File: config.mk
export PLATFORM = sky130hd
export DESIGN_NAME = power_mode_alarm_regs
export DESIGN_NICKNAME = d
export VERILOG_FILES = /design/src/rtl/pwr_alarm_pkg.sv /design/src/rtl/alarm_flag_bit.sv /design/src/rtl/power_mode_alarm_regs.sv
export SDC_FILE = /design/constraint.sdc
export NUM_CORES = 1
export LEC_CHECK = 0
export BUFFER_PORTS_ARGS = -buffer_cell sky130_fd_sc_hd__buf_2
export CORE_MARGIN = 1
export CORE_UTILIZATION = 51
export DETAILED_ROUTE_END_ITERATION = 7
export MAX_ROUTING_LAYER = met4
export PLACE_DENSITY = 0.82
export RECOVER_POWER = 25
export SYNTH_ARGS = -nofsm -noshare
export SYNTH_HDL_FRONTEND = slang
export SYNTH_SLANG_ARGS = --single-unit
File: constraint.sdc
create_clock -name core_clk -period 2.2 [get_ports core_clk]
set_clock_uncertainty 0.15 [all_clocks]
set_input_delay 0.11 -clock core_clk [delete_from_list [all_inputs] [get_ports core_clk]]
set_output_delay 0.11 -clock core_clk [all_outputs]
set_load 0.05 [all_outputs]
File: src/rtl/pwr_alarm_pkg.sv
/*
 * Package: register offsets, reset values, power codes and carried structs
 * for the power-mode and alarm register bank.
 * Assumes an 8-bit register port with a 12-bit address from the device core.
 */
package pwr_alarm_pkg;

  localparam int ADDR_W = 12;
  localparam int DATA_W = 8;

  // Register offsets
  localparam logic [11:0] OFS_CFG_A   = 12'h299;
  localparam logic [11:0] OFS_CFG_B   = 12'h29a;
  localparam logic [11:0] OFS_CFG_C   = 12'h29b;
  localparam logic [11:0] OFS_CFG_D   = 12'h29c;
  localparam logic [11:0] OFS_SUMMARY = 12'h2c0;
  localparam logic [11:0] OFS_FLAGS   = 12'h2c1;
  localparam logic [11:0] OFS_MASK    = 12'h2c2;

  // Power codes; cfg_a codes are parameters of the top
  localparam logic [7:0] CODE_B_LP = 8'h06;
  localparam logic [7:0] CODE_B_HP = 8'h0f;
  localparam logic [7:0] CODE_C_LP = 8'h00;
  localparam logic [7:0] CODE_C_HP = 8'h04;
  localparam logic [7:0] CODE_D_LP = 8'h14;
  localparam logic [7:0] CODE_D_HP = 8'h1b;

  // Alarm layout
  localparam int          NUM_ALARMS  = 6;
  localparam logic [5:0]  FLAGS_RST   = 6'h3f;
  localparam logic [5:0]  MASK_RST    = 6'h3f;
  localparam int          SUMMARY_BIT = 0;

  typedef enum logic [1:0] {
    CAL_STATUS_PIN_CAL   = 2'h1,
    CAL_STATUS_PIN_ALARM = 2'h2
  } cal_status_pin_sel_t;

  typedef struct packed {
    logic        wr;
    logic        rd;
    logic [11:0] addr;
    logic [7:0]  wdata;
  } reg_req_t;

  typedef struct packed {
    logic [7:0] code_a;
    logic [7:0] code_b;
    logic [7:0] code_c;
    logic [7:0] code_d;
  } power_codes_t;

endpackage

File: src/rtl/alarm_flag_bit.sv
/*
 * One sticky alarm flag with write-one-to-clear and mask gating.
 * Assumes the event input is already synchronous to core_clk.
 */
`timescale 1ns/100ps
module alarm_flag_bit (
  // Clock and reset
  input  wire logic core_clk,
  input  wire logic rst,
  // Control
  input  wire logic event_in,
  input  wire logic clear,
  input  wire logic mask,
  // State
  output logic      flag_q,
  output logic      active
);

  logic flag_d;

  always_comb begin
    flag_d = flag_q;
    if (clear) begin
      flag_d = 1'b0;
    end
    // Set beats a same-cycle clear so no event is lost
    if (event_in) begin
      flag_d = 1'b1;
    end
  end

  always_ff @(posedge core_clk) begin
    if (rst) begin
      flag_q <= 1'b1;
    end else begin
      flag_q <= flag_d;
    end
  end

  assign active = flag_q & ~mask;

endmodule

File: src/rtl/power_mode_alarm_regs.sv
/*
 * Power-mode configuration and alarm summary register bank.
 * Assumes a synchronous register port from the serial front end on core_clk,
 * alarm events synchronous to core_clk, and cal_status_sel from elsewhere.
 */
// Operation
// - Second power register: 0x06 is reduced power, 0x0f high performance, reset 0x0f.
// - Third power register: 0x00 is reduced power, 0x04 high performance, reset 0x04.
// - Fourth power register: 0x14 is reduced power, 0x1b high performance, reset 0x1b.
// - Summary bit 0 reads one when any unmasked alarm flag is set.
// - Each alarm can be removed from the summary by its mask bit.
// - The calibration-status pin carries the summary when so selected.
// - Alarm flags reset to 0x3f and clear where written with one.
// - A flag sets on its condition and holds until written with one.
// - Every alarm flag is one after reset.
// - A set mask bit keeps its flag out of the summary; masks reset to one.
`timescale 1ns/100ps
module power_mode_alarm_regs #(
  parameter logic [7:0] CODE_A_LP  = 8'h01,
  parameter logic [7:0] CODE_A_HP  = 8'h00,
  parameter logic [7:0] CODE_A_RST = 8'h00
) (
  // Clock and reset
  input  wire logic                       core_clk,
  input  wire logic                       rst,
  // Register port
  input  wire pwr_alarm_pkg::reg_req_t    req,
  output logic [7:0]                      rdata,
  output logic                            rvalid,
  // Alarm sources
  input  wire logic [5:0]                 alarm_events,
  // Mode and pin
  input  wire logic                       cal_busy,
  input  wire logic [1:0]                 cal_status_sel,
  output logic                            reduced_power,
  output pwr_alarm_pkg::power_codes_t     power_codes,
  output logic                            cal_status_pin,
  output logic                            alarm_summary
);

  ////////////////////////////////////////////////////////////////////////////
  // Power-mode registers

  logic [7:0] cfg_a_q, cfg_a_d;
  logic [7:0] cfg_b_q, cfg_b_d;
  logic [7:0] cfg_c_q, cfg_c_d;
  logic [7:0] cfg_d_q, cfg_d_d;

  // Reserved codes are stored as written; only the full set selects low power
  always_comb begin
    cfg_a_d = cfg_a_q;
    cfg_b_d = cfg_b_q;
    cfg_c_d = cfg_c_q;
    cfg_d_d = cfg_d_q;
    if (req.wr) begin
      case (req.addr)
        pwr_alarm_pkg::OFS_CFG_A: begin
          cfg_a_d = req.wdata;
        end
        pwr_alarm_pkg::OFS_CFG_B: begin
          cfg_b_d = req.wdata;
        end
        pwr_alarm_pkg::OFS_CFG_C: begin
          cfg_c_d = req.wdata;
        end
        pwr_alarm_pkg::OFS_CFG_D: begin
          cfg_d_d = req.wdata;
        end
        default: begin
        end
      endcase
    end
  end

  always_ff @(posedge core_clk) begin
    if (rst) begin
      cfg_a_q <= CODE_A_RST;
      cfg_b_q <= pwr_alarm_pkg::CODE_B_HP;
      cfg_c_q <= pwr_alarm_pkg::CODE_C_HP;
      cfg_d_q <= pwr_alarm_pkg::CODE_D_HP;
    end else begin
      cfg_a_q <= cfg_a_d;
      cfg_b_q <= cfg_b_d;
      cfg_c_q <= cfg_c_d;
      cfg_d_q <= cfg_d_d;
    end
  end

  logic reduced_d;
  logic reduced_q;

  // Mixed or reserved sets fall back to high performance, since the
  // four writes of a mode change land on different cycles
  always_comb begin
    reduced_d = (cfg_a_q == CODE_A_LP)
              & (cfg_b_q == pwr_alarm_pkg::CODE_B_LP)
              & (cfg_c_q == pwr_alarm_pkg::CODE_C_LP)
              & (cfg_d_q == pwr_alarm_pkg::CODE_D_LP);
  end

  always_ff @(posedge core_clk) begin
    if (rst) begin
      reduced_q <= 1'b0;
    end else begin
      reduced_q <= reduced_d;
    end
  end

  assign reduced_power      = reduced_q;
  assign power_codes.code_a = cfg_a_q;
  assign power_codes.code_b = cfg_b_q;
  assign power_codes.code_c = cfg_c_q;
  assign power_codes.code_d = cfg_d_q;

  ////////////////////////////////////////////////////////////////////////////
  // Alarm flags and mask

  logic [5:0] mask_q, mask_d;
  logic [5:0] flags;
  logic [5:0] active;
  logic       flag_wr;

  assign flag_wr = req.wr & (req.addr == pwr_alarm_pkg::OFS_FLAGS);

  always_comb begin
    mask_d = mask_q;
    if (req.wr && (req.addr == pwr_alarm_pkg::OFS_MASK)) begin
      mask_d = req.wdata[5:0];
    end
  end

  always_ff @(posedge core_clk) begin
    if (rst) begin
      mask_q <= pwr_alarm_pkg::MASK_RST;
    end else begin
      mask_q <= mask_d;
    end
  end

  genvar i;
  generate
    for (i = 0; i < pwr_alarm_pkg::NUM_ALARMS; i++) begin : g_flag
      alarm_flag_bit u_flag (
        .core_clk (core_clk),
        .rst      (rst),
        .event_in (alarm_events[i]),
        .clear    (flag_wr & req.wdata[i]),
        .mask     (mask_q[i]),
        .flag_q   (flags[i]),
        .active   (active[i])
      );
    end
  endgenerate

  ////////////////////////////////////////////////////////////////////////////
  // Summary, pin and read data

  logic summary;
  logic pin_d, pin_q;

  assign summary       = |active;
  assign alarm_summary = summary;

  always_comb begin
    case (cal_status_sel)
      pwr_alarm_pkg::CAL_STATUS_PIN_ALARM: begin
        pin_d = summary;
      end
      pwr_alarm_pkg::CAL_STATUS_PIN_CAL: begin
        pin_d = cal_busy;
      end
      default: begin
        pin_d = 1'b0;
      end
    endcase
  end

  logic [7:0] rdata_d, rdata_q;
  logic       rvalid_q;

  always_comb begin
    rdata_d = rdata_q;
    if (req.rd) begin
      case (req.addr)
        pwr_alarm_pkg::OFS_CFG_A: begin
          rdata_d = cfg_a_q;
        end
        pwr_alarm_pkg::OFS_CFG_B: begin
          rdata_d = cfg_b_q;
        end
        pwr_alarm_pkg::OFS_CFG_C: begin
          rdata_d = cfg_c_q;
        end
        pwr_alarm_pkg::OFS_CFG_D: begin
          rdata_d = cfg_d_q;
        end
        pwr_alarm_pkg::OFS_SUMMARY: begin
          rdata_d = 8'h00;
          rdata_d[pwr_alarm_pkg::SUMMARY_BIT] = summary;
        end
        pwr_alarm_pkg::OFS_FLAGS: begin
          rdata_d = {2'h0, flags};
        end
        pwr_alarm_pkg::OFS_MASK: begin
          rdata_d = {2'h0, mask_q};
        end
        default: begin
          rdata_d = 8'h00;
        end
      endcase
    end
  end

  always_ff @(posedge core_clk) begin
    if (rst) begin
      rdata_q  <= 8'h00;
      rvalid_q <= 1'b0;
      pin_q    <= 1'b0;
    end else begin
      rdata_q  <= rdata_d;
      rvalid_q <= req.rd;
      pin_q    <= pin_d;
    end
  end

  assign rdata          = rdata_q;
  assign rvalid         = rvalid_q;
  assign cal_status_pin = pin_q;

endmodule

# ---- Word-level counts from Yosys, hierarchy flattened
# Cells that the tools add are included.
dict set report totals {
  inputBits 33
  reg_bits 55
  out_inout_bits 44
  elab_cells 64
}
dict set report classes {
  n_mux 2
  bitwise_logic 22
  n_eq_ne 12
  reduce_logical 13
}
# cell count
set ops {}
lappend ops {{12-bit by 10-bit == test with 1-bit output, second input constant} 7}
lappend ops {{8-bit case mux with 7 select lines} 1}
lappend ops {{1-bit AND} 16}
lappend ops {{2-bit OR reduction} 6}
lappend ops {{8-bit by 1-bit == test with 1-bit output, second input constant} 1}
lappend ops {{8-bit by 3-bit == test with 1-bit output, second input constant} 1}
lappend ops {{8-bit by 5-bit == test with 1-bit output, second input constant} 1}
lappend ops {{8-bit zero test} 1}
lappend ops {{2-bit AND reduction} 4}
lappend ops {{1-bit inverter} 6}
lappend ops {{6-bit OR reduction} 1}
lappend ops {{2-bit by 1-bit == test with 1-bit output, second input constant} 1}
lappend ops {{2-bit == test, second input constant} 1}
lappend ops {{1-bit case mux with 2 select lines} 1}
lappend ops {{1-bit logical AND} 1}

# ---- Depth between registers and ports, before layout
# Gate-level depths: netlist of run 1.
dict set report logic_depth {
  ltp_word 4
  mapped_depth 7
}

# ---- Hierarchy
# Synthesis of run 1 repeated with hierarchy kept, for this count alone.
dict set report unflattened {
  cells_unflattened 295
  area_unflattened_um2 2631.3
}
# module area_per_inst_um2 instances cells_each seq_area_each_um2
set by_module_without_submodules {}
lappend by_module_without_submodules {power_mode_alarm_regs 2413.6 1 265 980.9}
lappend by_module_without_submodules {alarm_flag_bit 36.3 6 5 20.0}

# ---- Worst setup path before layout of run 1
# No wires, ideal clock.
dict set report synth_timing {
  kind {reg-to-reg}
  startpoint {reg cfg_d_q[4]}
  endpoint {reg reduced_q, in the netlist reduced_power}
  path_stages_with_launch 5
  t_arrival_ns 1.616
  required_time_ns 1.957
  slack_ns 0.341
  path_buffers 0
  period_less_slack_ns 1.859
  cell_sequence {dfxtp_1 -> or4bb_1 -> nor4_1 -> nand4_1 -> nor4_1}
}
dict set report synth_via {
  elab_chain_len 2
}
# element line
set synth_lines {}
lappend synth_lines {{start: declaration} power_mode_alarm_regs.sv:47} ;# logic [7:0] cfg_d_q, cfg_d_d;
lappend synth_lines {{start signal: assignment} power_mode_alarm_regs.sv:80} ;# cfg_d_q <= pwr_alarm_pkg::CODE_D_HP;
lappend synth_lines {{start signal: assignment} power_mode_alarm_regs.sv:85} ;# cfg_d_q <= cfg_d_d;
lappend synth_lines {{8-bit by 5-bit == test with 1-bit output} power_mode_alarm_regs.sv:98} ;# & (cfg_d_q == pwr_alarm_pkg::CODE_D_LP);
lappend synth_lines {{1-bit AND} power_mode_alarm_regs.sv:98}
lappend synth_lines {{end signal: assignment} power_mode_alarm_regs.sv:105} ;# reduced_q <= reduced_d;
lappend synth_lines {{end: declaration} power_mode_alarm_regs.sv:90} ;# logic reduced_q;
# Every way passes these cells.
# A chain may end at the register's enable or synchronous reset.

# ---- Worst setup path after layout of run 1
dict set report layout_timing {
  startpoint {in req[11] (netlist bit)}
  endpoint {reg g_flag[4].u_flag.flag_q}
}
dict set report layout_via {
  elab_chain_len 3
}
# element line
set layout_lines {}
lappend layout_lines {{start: declaration} power_mode_alarm_regs.sv:27} ;# input wire pwr_alarm_pkg::reg_req_t req,
lappend layout_lines {{12-bit by 10-bit == test with 1-bit output} power_mode_alarm_regs.sv:123} ;# assign flag_wr = req.wr & (req.addr == pwr_alarm_pkg::OFS_FLAGS);
lappend layout_lines {{1-bit AND} power_mode_alarm_regs.sv:123}
lappend layout_lines {{1-bit AND} power_mode_alarm_regs.sv:147} ;# .clear (flag_wr & req.wdata[i]),
lappend layout_lines {{end signal: assignment} alarm_flag_bit.sv:36} ;# flag_q <= flag_d;
lappend layout_lines {{end: declaration} alarm_flag_bit.sv:15} ;# output logic flag_q,
# Every way passes these cells.

==> results of run 1 <==
-- layout by cell type, fill, tap and decap left out, drive strengths merged, types with 4 or more instances in the layout --
cell type    instances
o21ai                9
a221oi               5
dlygate4sd3         20
nand4                4
a31oi                4
inv                  9
nor3                 6
mux2i               32
clkbuf              30
buf                 60
nand2               27
nor2                33
nor4                 6
a211o               10
dfxtp               55
a22oi               12
mux2                 5
nand2b               6
nor2b                6
-- worst min path at each step --
stage / cells past startpoint / to / slack (ns)
3_3_place_gp: 2 / g_flag[0].u_flag.flag_q / 0.14
6_report: 4 / rdata[7] / 0.02
2_1_floorplan: 1 / g_flag[0].u_flag.flag_q / 0.05
4_1_cts: 4 / rdata[7] / 0.01
3_5_place_dp: 2 / g_flag[0].u_flag.flag_q / 0.15
5_1_grt: 4 / rdata[7] / 0.07
-- critical path, stage by stage --
cell,delay [ns]
buf_2,0.12
or4b_4,0.64
nor3_4,0.30
nand2_1,0.11
a211o_1,0.31
dlygate4sd3_1,0.56
-- per-layer routing --
layer / routed length (um) / vias to the layer above / GRT usage [%]
li1: - / 1183 / -
met1: 3220 / 1182 / 38.0
met2: 3660 / 155 / 48.3
met3: 623 / 30 / 5.56
met4: 259 / 0 / 12.4
met5: 0 / - / -
-- flip-flops by register name, indices dropped and copies added, names as in the netlist --
signal,count
cfg_a_q,8
cfg_d_q,8
cfg_b_q,8
mask_q,6
cfg_c_q,8
reduced_power,1
rdata,8
g_flag.u_flag.flag_q,6
rvalid,1
cal_status_pin,1
-- repair_timing --
item,4_1_cts,5_1_grt
resized for setup,0,0
hold buffers,20,0
hold endpoints to repair,41,0
setup buffers,0,0
-- report_power, final --
group          switching [mW]  internal [mW]
combinational          0.0964         0.0698
clock                   0.342          0.375
sequential           0.000344          0.996
total                   0.439           1.44
-- kinds of logic after synthesis --
group	Yosys count	synth area share [%]
AND/OR/NAND/NOR	101	23.1
flip-flops	55	41.7
adder cells (fa/ha/maj)	2	0.947
buffers and inverters	21	4.83
multiplexers	37	14.3
AO/OA/AOI/OAI	53	15.2
-- layout make-up --
type	count	area [um^2]
clock buffers	6	82.6
clock inverters	2	38.8
fillers	394	1490
inverters	8	30.0
multi-input cells	193	1410
flip-flops and latches	55	1100
well taps	67	83.8
repair buffers	104	611
==> flow_summary.ini, run 1 <==
[yosys]
synth-edff-count = 0
syn_nets = 304
syn-cell-area_um2 = 2640
synth_warnings = 0
syn_inst = 269
synth.most_common_cell = dfxtp_1
synth_common_cells = 55 x dfxtp_1, 33 x nor2_1, 32 x mux2i_1, 27 x nand2_1, 12 x a22oi_1
synth-async-reset-ratio_pct = 0
synth_area_leaders = dfxtp_1 42%, mux2i_1 12%, nor2_1 4.7%, nand2_1 3.8%, a22oi_1 3.4%
yosys_most_used_dff = dfxtp_1
syn_avg_cell_area_um2 = 9.82
ys_ff_latch = 55
synth_top_area_share_pct = 41.7
ys_types = 49
synth_top_area_cell = dfxtp_1
seq_area_frac_synth_pct = 41.7

[detailed_routing]
vias = 2550
first_pass_iters = 7
drtIter0Drc = 215
viasPerCell = 5.86
finalWirelength_um = 7770
drc = 0
wl_per_cell_um = 17.9
ant_nets = 0

[timing]
finalSetupViolCount = 0
finalHoldViolations = 0
fin_crit_ns = 2.10
drv_slew = 0
hold_ws_ns = 0.0193
final.period_utilization_pct = 95.5
relSlewSlack_pct = 59.4
timing.final.ws_setup_ns = 0.0987
worst_pin_slew_ns = 0.611
fmax_mhz = 476
finalSetupTns_ns = 0
rsz0062_at_grt = no

[global_routing]
grt_pass1_vias = 2368
grt_overflow = 0
grt.total_usage_pct = 30.4
antenna_found_initial = 0
grt_start_max_net_pins = 39
grt_pass1_wl_um = 11900

[final_layout]
final_util_pct = 69.3
drive_gt1_share_pct = 24.2
final_cells = 435
antennaDiodeCount = 0
post-route-cell-area_um2 = 3360
nNetsFinal = 402
syn_to_final_growth_pct = 27.2

[setup_path]
end_kind = flop
r2r_cells = 6
path_class = in2reg
startpoint_type = input pin
cp-startpoint = req[11]
worst_r2r_endpoint = cal_status_pin
r2r_start = mask_q[4]
crit_required_ns = 2.25
path_max_fanout = 9
regToRegSetupSlack_ns = 0.23
crit_arrival_ns = 2.16
endpoint = g_flag[4].u_flag.flag_q

[placed_design]
placed_cells = 407
io_buffers = 76
dp_slack_ns = 0.250
gp_congestion = 0.906
dp_hpwl_um = 5230
dpl_cell_area_um2 = 3070

[clock_network]
clkLatencyLatePin_ns = 0.32
clkTransAtPathRegs_ns = 0.10
cts_buffer_depth = 2
cts_tree = built
cts_buffers = 5
h-tree-depth = 2
cts_root_buf = clkbuf_8
cts.sinks = 55

[power_and_ir_drop]
powerDensity_nw_per_um2 = 560
finalPower_mw = 1.88
ir_drop_uv = 506
p_leak_nw = 1.33

[floorplan]
fp-row-count = 25
core_area_um2 = 4850
die_area_um2 = 5470
ioPinCount = 77
die_w_um = 74.0
initial_core_util_pct = 54.5
die_h_um = 74.0

[run_status]
status = completed

[flow_run]
maxCapViolCount = 0

[hold_path]
hp-start = rst
min-delay-path-class = in2reg
Note: power is estimated with default switching activity, not from simulation.
==> inputs of run 2 (changes only) <==
--- a/config.mk
+++ b/config.mk
@@ -5,9 +5,10 @@
 export SDC_FILE = /design/constraint.sdc
 export NUM_CORES = 1
 export LEC_CHECK = 0
+export ABC_AREA = 1
 export BUFFER_PORTS_ARGS = -buffer_cell sky130_fd_sc_hd__buf_2
 export CORE_MARGIN = 1
-export CORE_UTILIZATION = 51
+export CORE_UTILIZATION = 52
 export DETAILED_ROUTE_END_ITERATION = 7
 export MAX_ROUTING_LAYER = met4
 export PLACE_DENSITY = 0.82
==> run 2 against run 1 <==
Synthesized area grew 8.4%; count of clock-buffer cells in the layout is 1 lower; first-iteration DRC count grew 37%; power fell by 8.5%; hold slack lost 0.0042 ns; register-to-register slack improved by 0.19 ns; cell count up 27%; via count grew 18%; largest power group unchanged.
==> flow_summary.ini, run 2 <==
[run_status]
status = completed

[power_and_ir_drop]
powerDensity_nw_per_um2 = 500
finalPower_mw = 1.72
p_leak_nw = 1.69
ir_drop_uv = 373

[global_routing]
grt_overflow = 0
grt_start_max_net_pins = 39
grt_pass1_wl_um = 13300
grt_pass1_vias = 2723
antenna_found_initial = 0
grt.total_usage_pct = 29.6

[placed_design]
placed_cells = 528
io_buffers = 76
gp_congestion = 0.939
dp_hpwl_um = 5900

[yosys]
ys_types = 32
synth_top_area_cell = dfxtp_1
syn-cell-area_um2 = 2860
ys_ff_latch = 55
yosys_most_used_dff = dfxtp_1
synth_top_area_share_pct = 38.5
synth-async-reset-ratio_pct = 0
synth.most_common_cell = nand2_1
syn_inst = 396
seq_area_frac_synth_pct = 38.5
synth-edff-count = 0
synth_area_leaders = dfxtp_1 38%, nand2_1 10%, nand3_1 6.6%, inv_1 6.6%, nor2_1 5.5%
synth_common_cells = 79 x nand2_1, 55 x dfxtp_1, 50 x inv_1, 42 x nor2_1, 38 x nand3_1
syn_avg_cell_area_um2 = 7.23
syn_nets = 431
synth_warnings = 0

[detailed_routing]
finalWirelength_um = 8080
ant_nets = 0
vias = 3000
drc = 0
viasPerCell = 5.44
drtIter0Drc = 294
wl_per_cell_um = 14.7
first_pass_iters = 5

[timing]
drv_slew = 0
fin_crit_ns = 1.78
final.period_utilization_pct = 81.0
fmax_mhz = 561
finalHoldViolations = 0
relSlewSlack_pct = 57.7
worst_pin_slew_ns = 0.638
rsz0062_at_grt = no
finalSetupTns_ns = 0
finalSetupViolCount = 0
hold_ws_ns = 0.0151

[floorplan]
die_h_um = 76.2
initial_core_util_pct = 55.0
die_w_um = 76.2
core_area_um2 = 5200
ioPinCount = 77
fp-row-count = 26
die_area_um2 = 5810

[setup_path]
path_max_fanout = 3
crit_slowest_cell = dlygate4sd3_1
cpMostUsedCell = nand2_1
regToRegSetupSlack_ns = 0.42
crit_arrival_ns = 1.84
path_class = reg2reg
startpoint_type = flop
crit_chain = inv_1, nand2_1, nand2_1, nor2_1, nand2_1, a22oi_1, nor3_1, dlygate4sd3_1
cpLargestDelayFamily = buffers and inverters
path_buf_inv = 2
cp_slowest_stage_delay_ns = 0.56
crit_required_ns = 2.26
end_kind = flop

[clock_network]
cts_setup_buffers = 0
cts_root_buf = clkbuf_8
cts_tree = built
cts.sinks = 55
cts_buffer_depth = 2
clkTransAtPathRegs_ns = 0.10
h-tree-depth = 2
clkLatencyLatePin_ns = 0.31
cts_buffers = 5

[final_layout]
mostFrequentLayoutCell = nand2_1
drive_gt1_share_pct = 20.6
multiInputGateArea_um2 = 1460
nNetsFinal = 515
final_cell_mix = 79 x nand2_1, 55 x dfxtp_1, 53 x buf_2
final_cells = 551
seq_area_um2 = 1100
syn_to_final_growth_pct = 20.2
antennaDiodeCount = 0
n_fill_cell = 493

[hold_path]
min-delay-path-class = in2reg

[flow_run]
maxCapViolCount = 0
[run 2: cells by family after synthesis]
kind of cell / count (synthesis) / synth area share, %
compound gates: 78 / 17.6
fa+ha+maj: 2 / 0.874
flops: 55 / 38.5
buf+inv: 67 / 10.4
simple gates: 194 / 32.6
[run 2: what timing repair did]
action	CTS	global route
resized for setup	0	0
hold endpoints to repair	20	0
hold buffers	15	0
[run 2: per-layer routing]
layer / share of wire, % / up-vias / global-route usage [%]
met2: 46 / 139 / 46.4
met3: 7.7 / 24 / 5.15
met4: 2.6 / 0 / 9.42
met5: 0 / - / -
li1: - / 1468 / -
met1: 44 / 1369 / 38.8
[run 2: worst paths after layout]
kind                                start             end  cells after the start
worst max-delay path            mask_q[5]  cal_status_pin                      8
worst min-delay path               req[2]      cfg_a_q[2]                      3
worst max register to register  mask_q[5]  cal_status_pin                      8
worst min register to register   rdata[5]        rdata[5]                      2
[run 2: per-stage QoR]
| stage | utilization, % | setup slack (ns) | instance area, um^2 |
|---|---|---|---|
| after floorplan | - | 0.646 | 2860 |
| after global placement | 62.1 | 0.548 | 3230 |
| after detailed placement | 62.1 | 0.457 | 3230 |
| after CTS | 66.7 | 0.412 | 3470 |
| after global routing | 66.1 | 0.260 | 3440 |
| final | 66.1 | 0.419 | 3440 |
[run 2: layout make-up]
cell class              instances  area share [%]
inverters                      52            5.67
clock inverters                 3           0.545
clock buffers                   5            2.00
well taps                      70            2.55
multi-input cells             274            42.4
flip-flops and latches         55            32.0
repair buffers                 92            14.8
[run 2: worst min-delay path, stage by stage]
cell	delay, ns
buf_2	0.12
o21ai_0	0.10
a21oi_1	0.11
[run 2: power breakdown]
group | total [mW] | internal (mW) | switching (mW)
combinational | 0.160 | 0.0564 | 0.103
sequential | 0.997 | 0.996 | 0.000526
clock | 0.564 | 0.225 | 0.339
total | 1.72 | 1.28 | 0.443
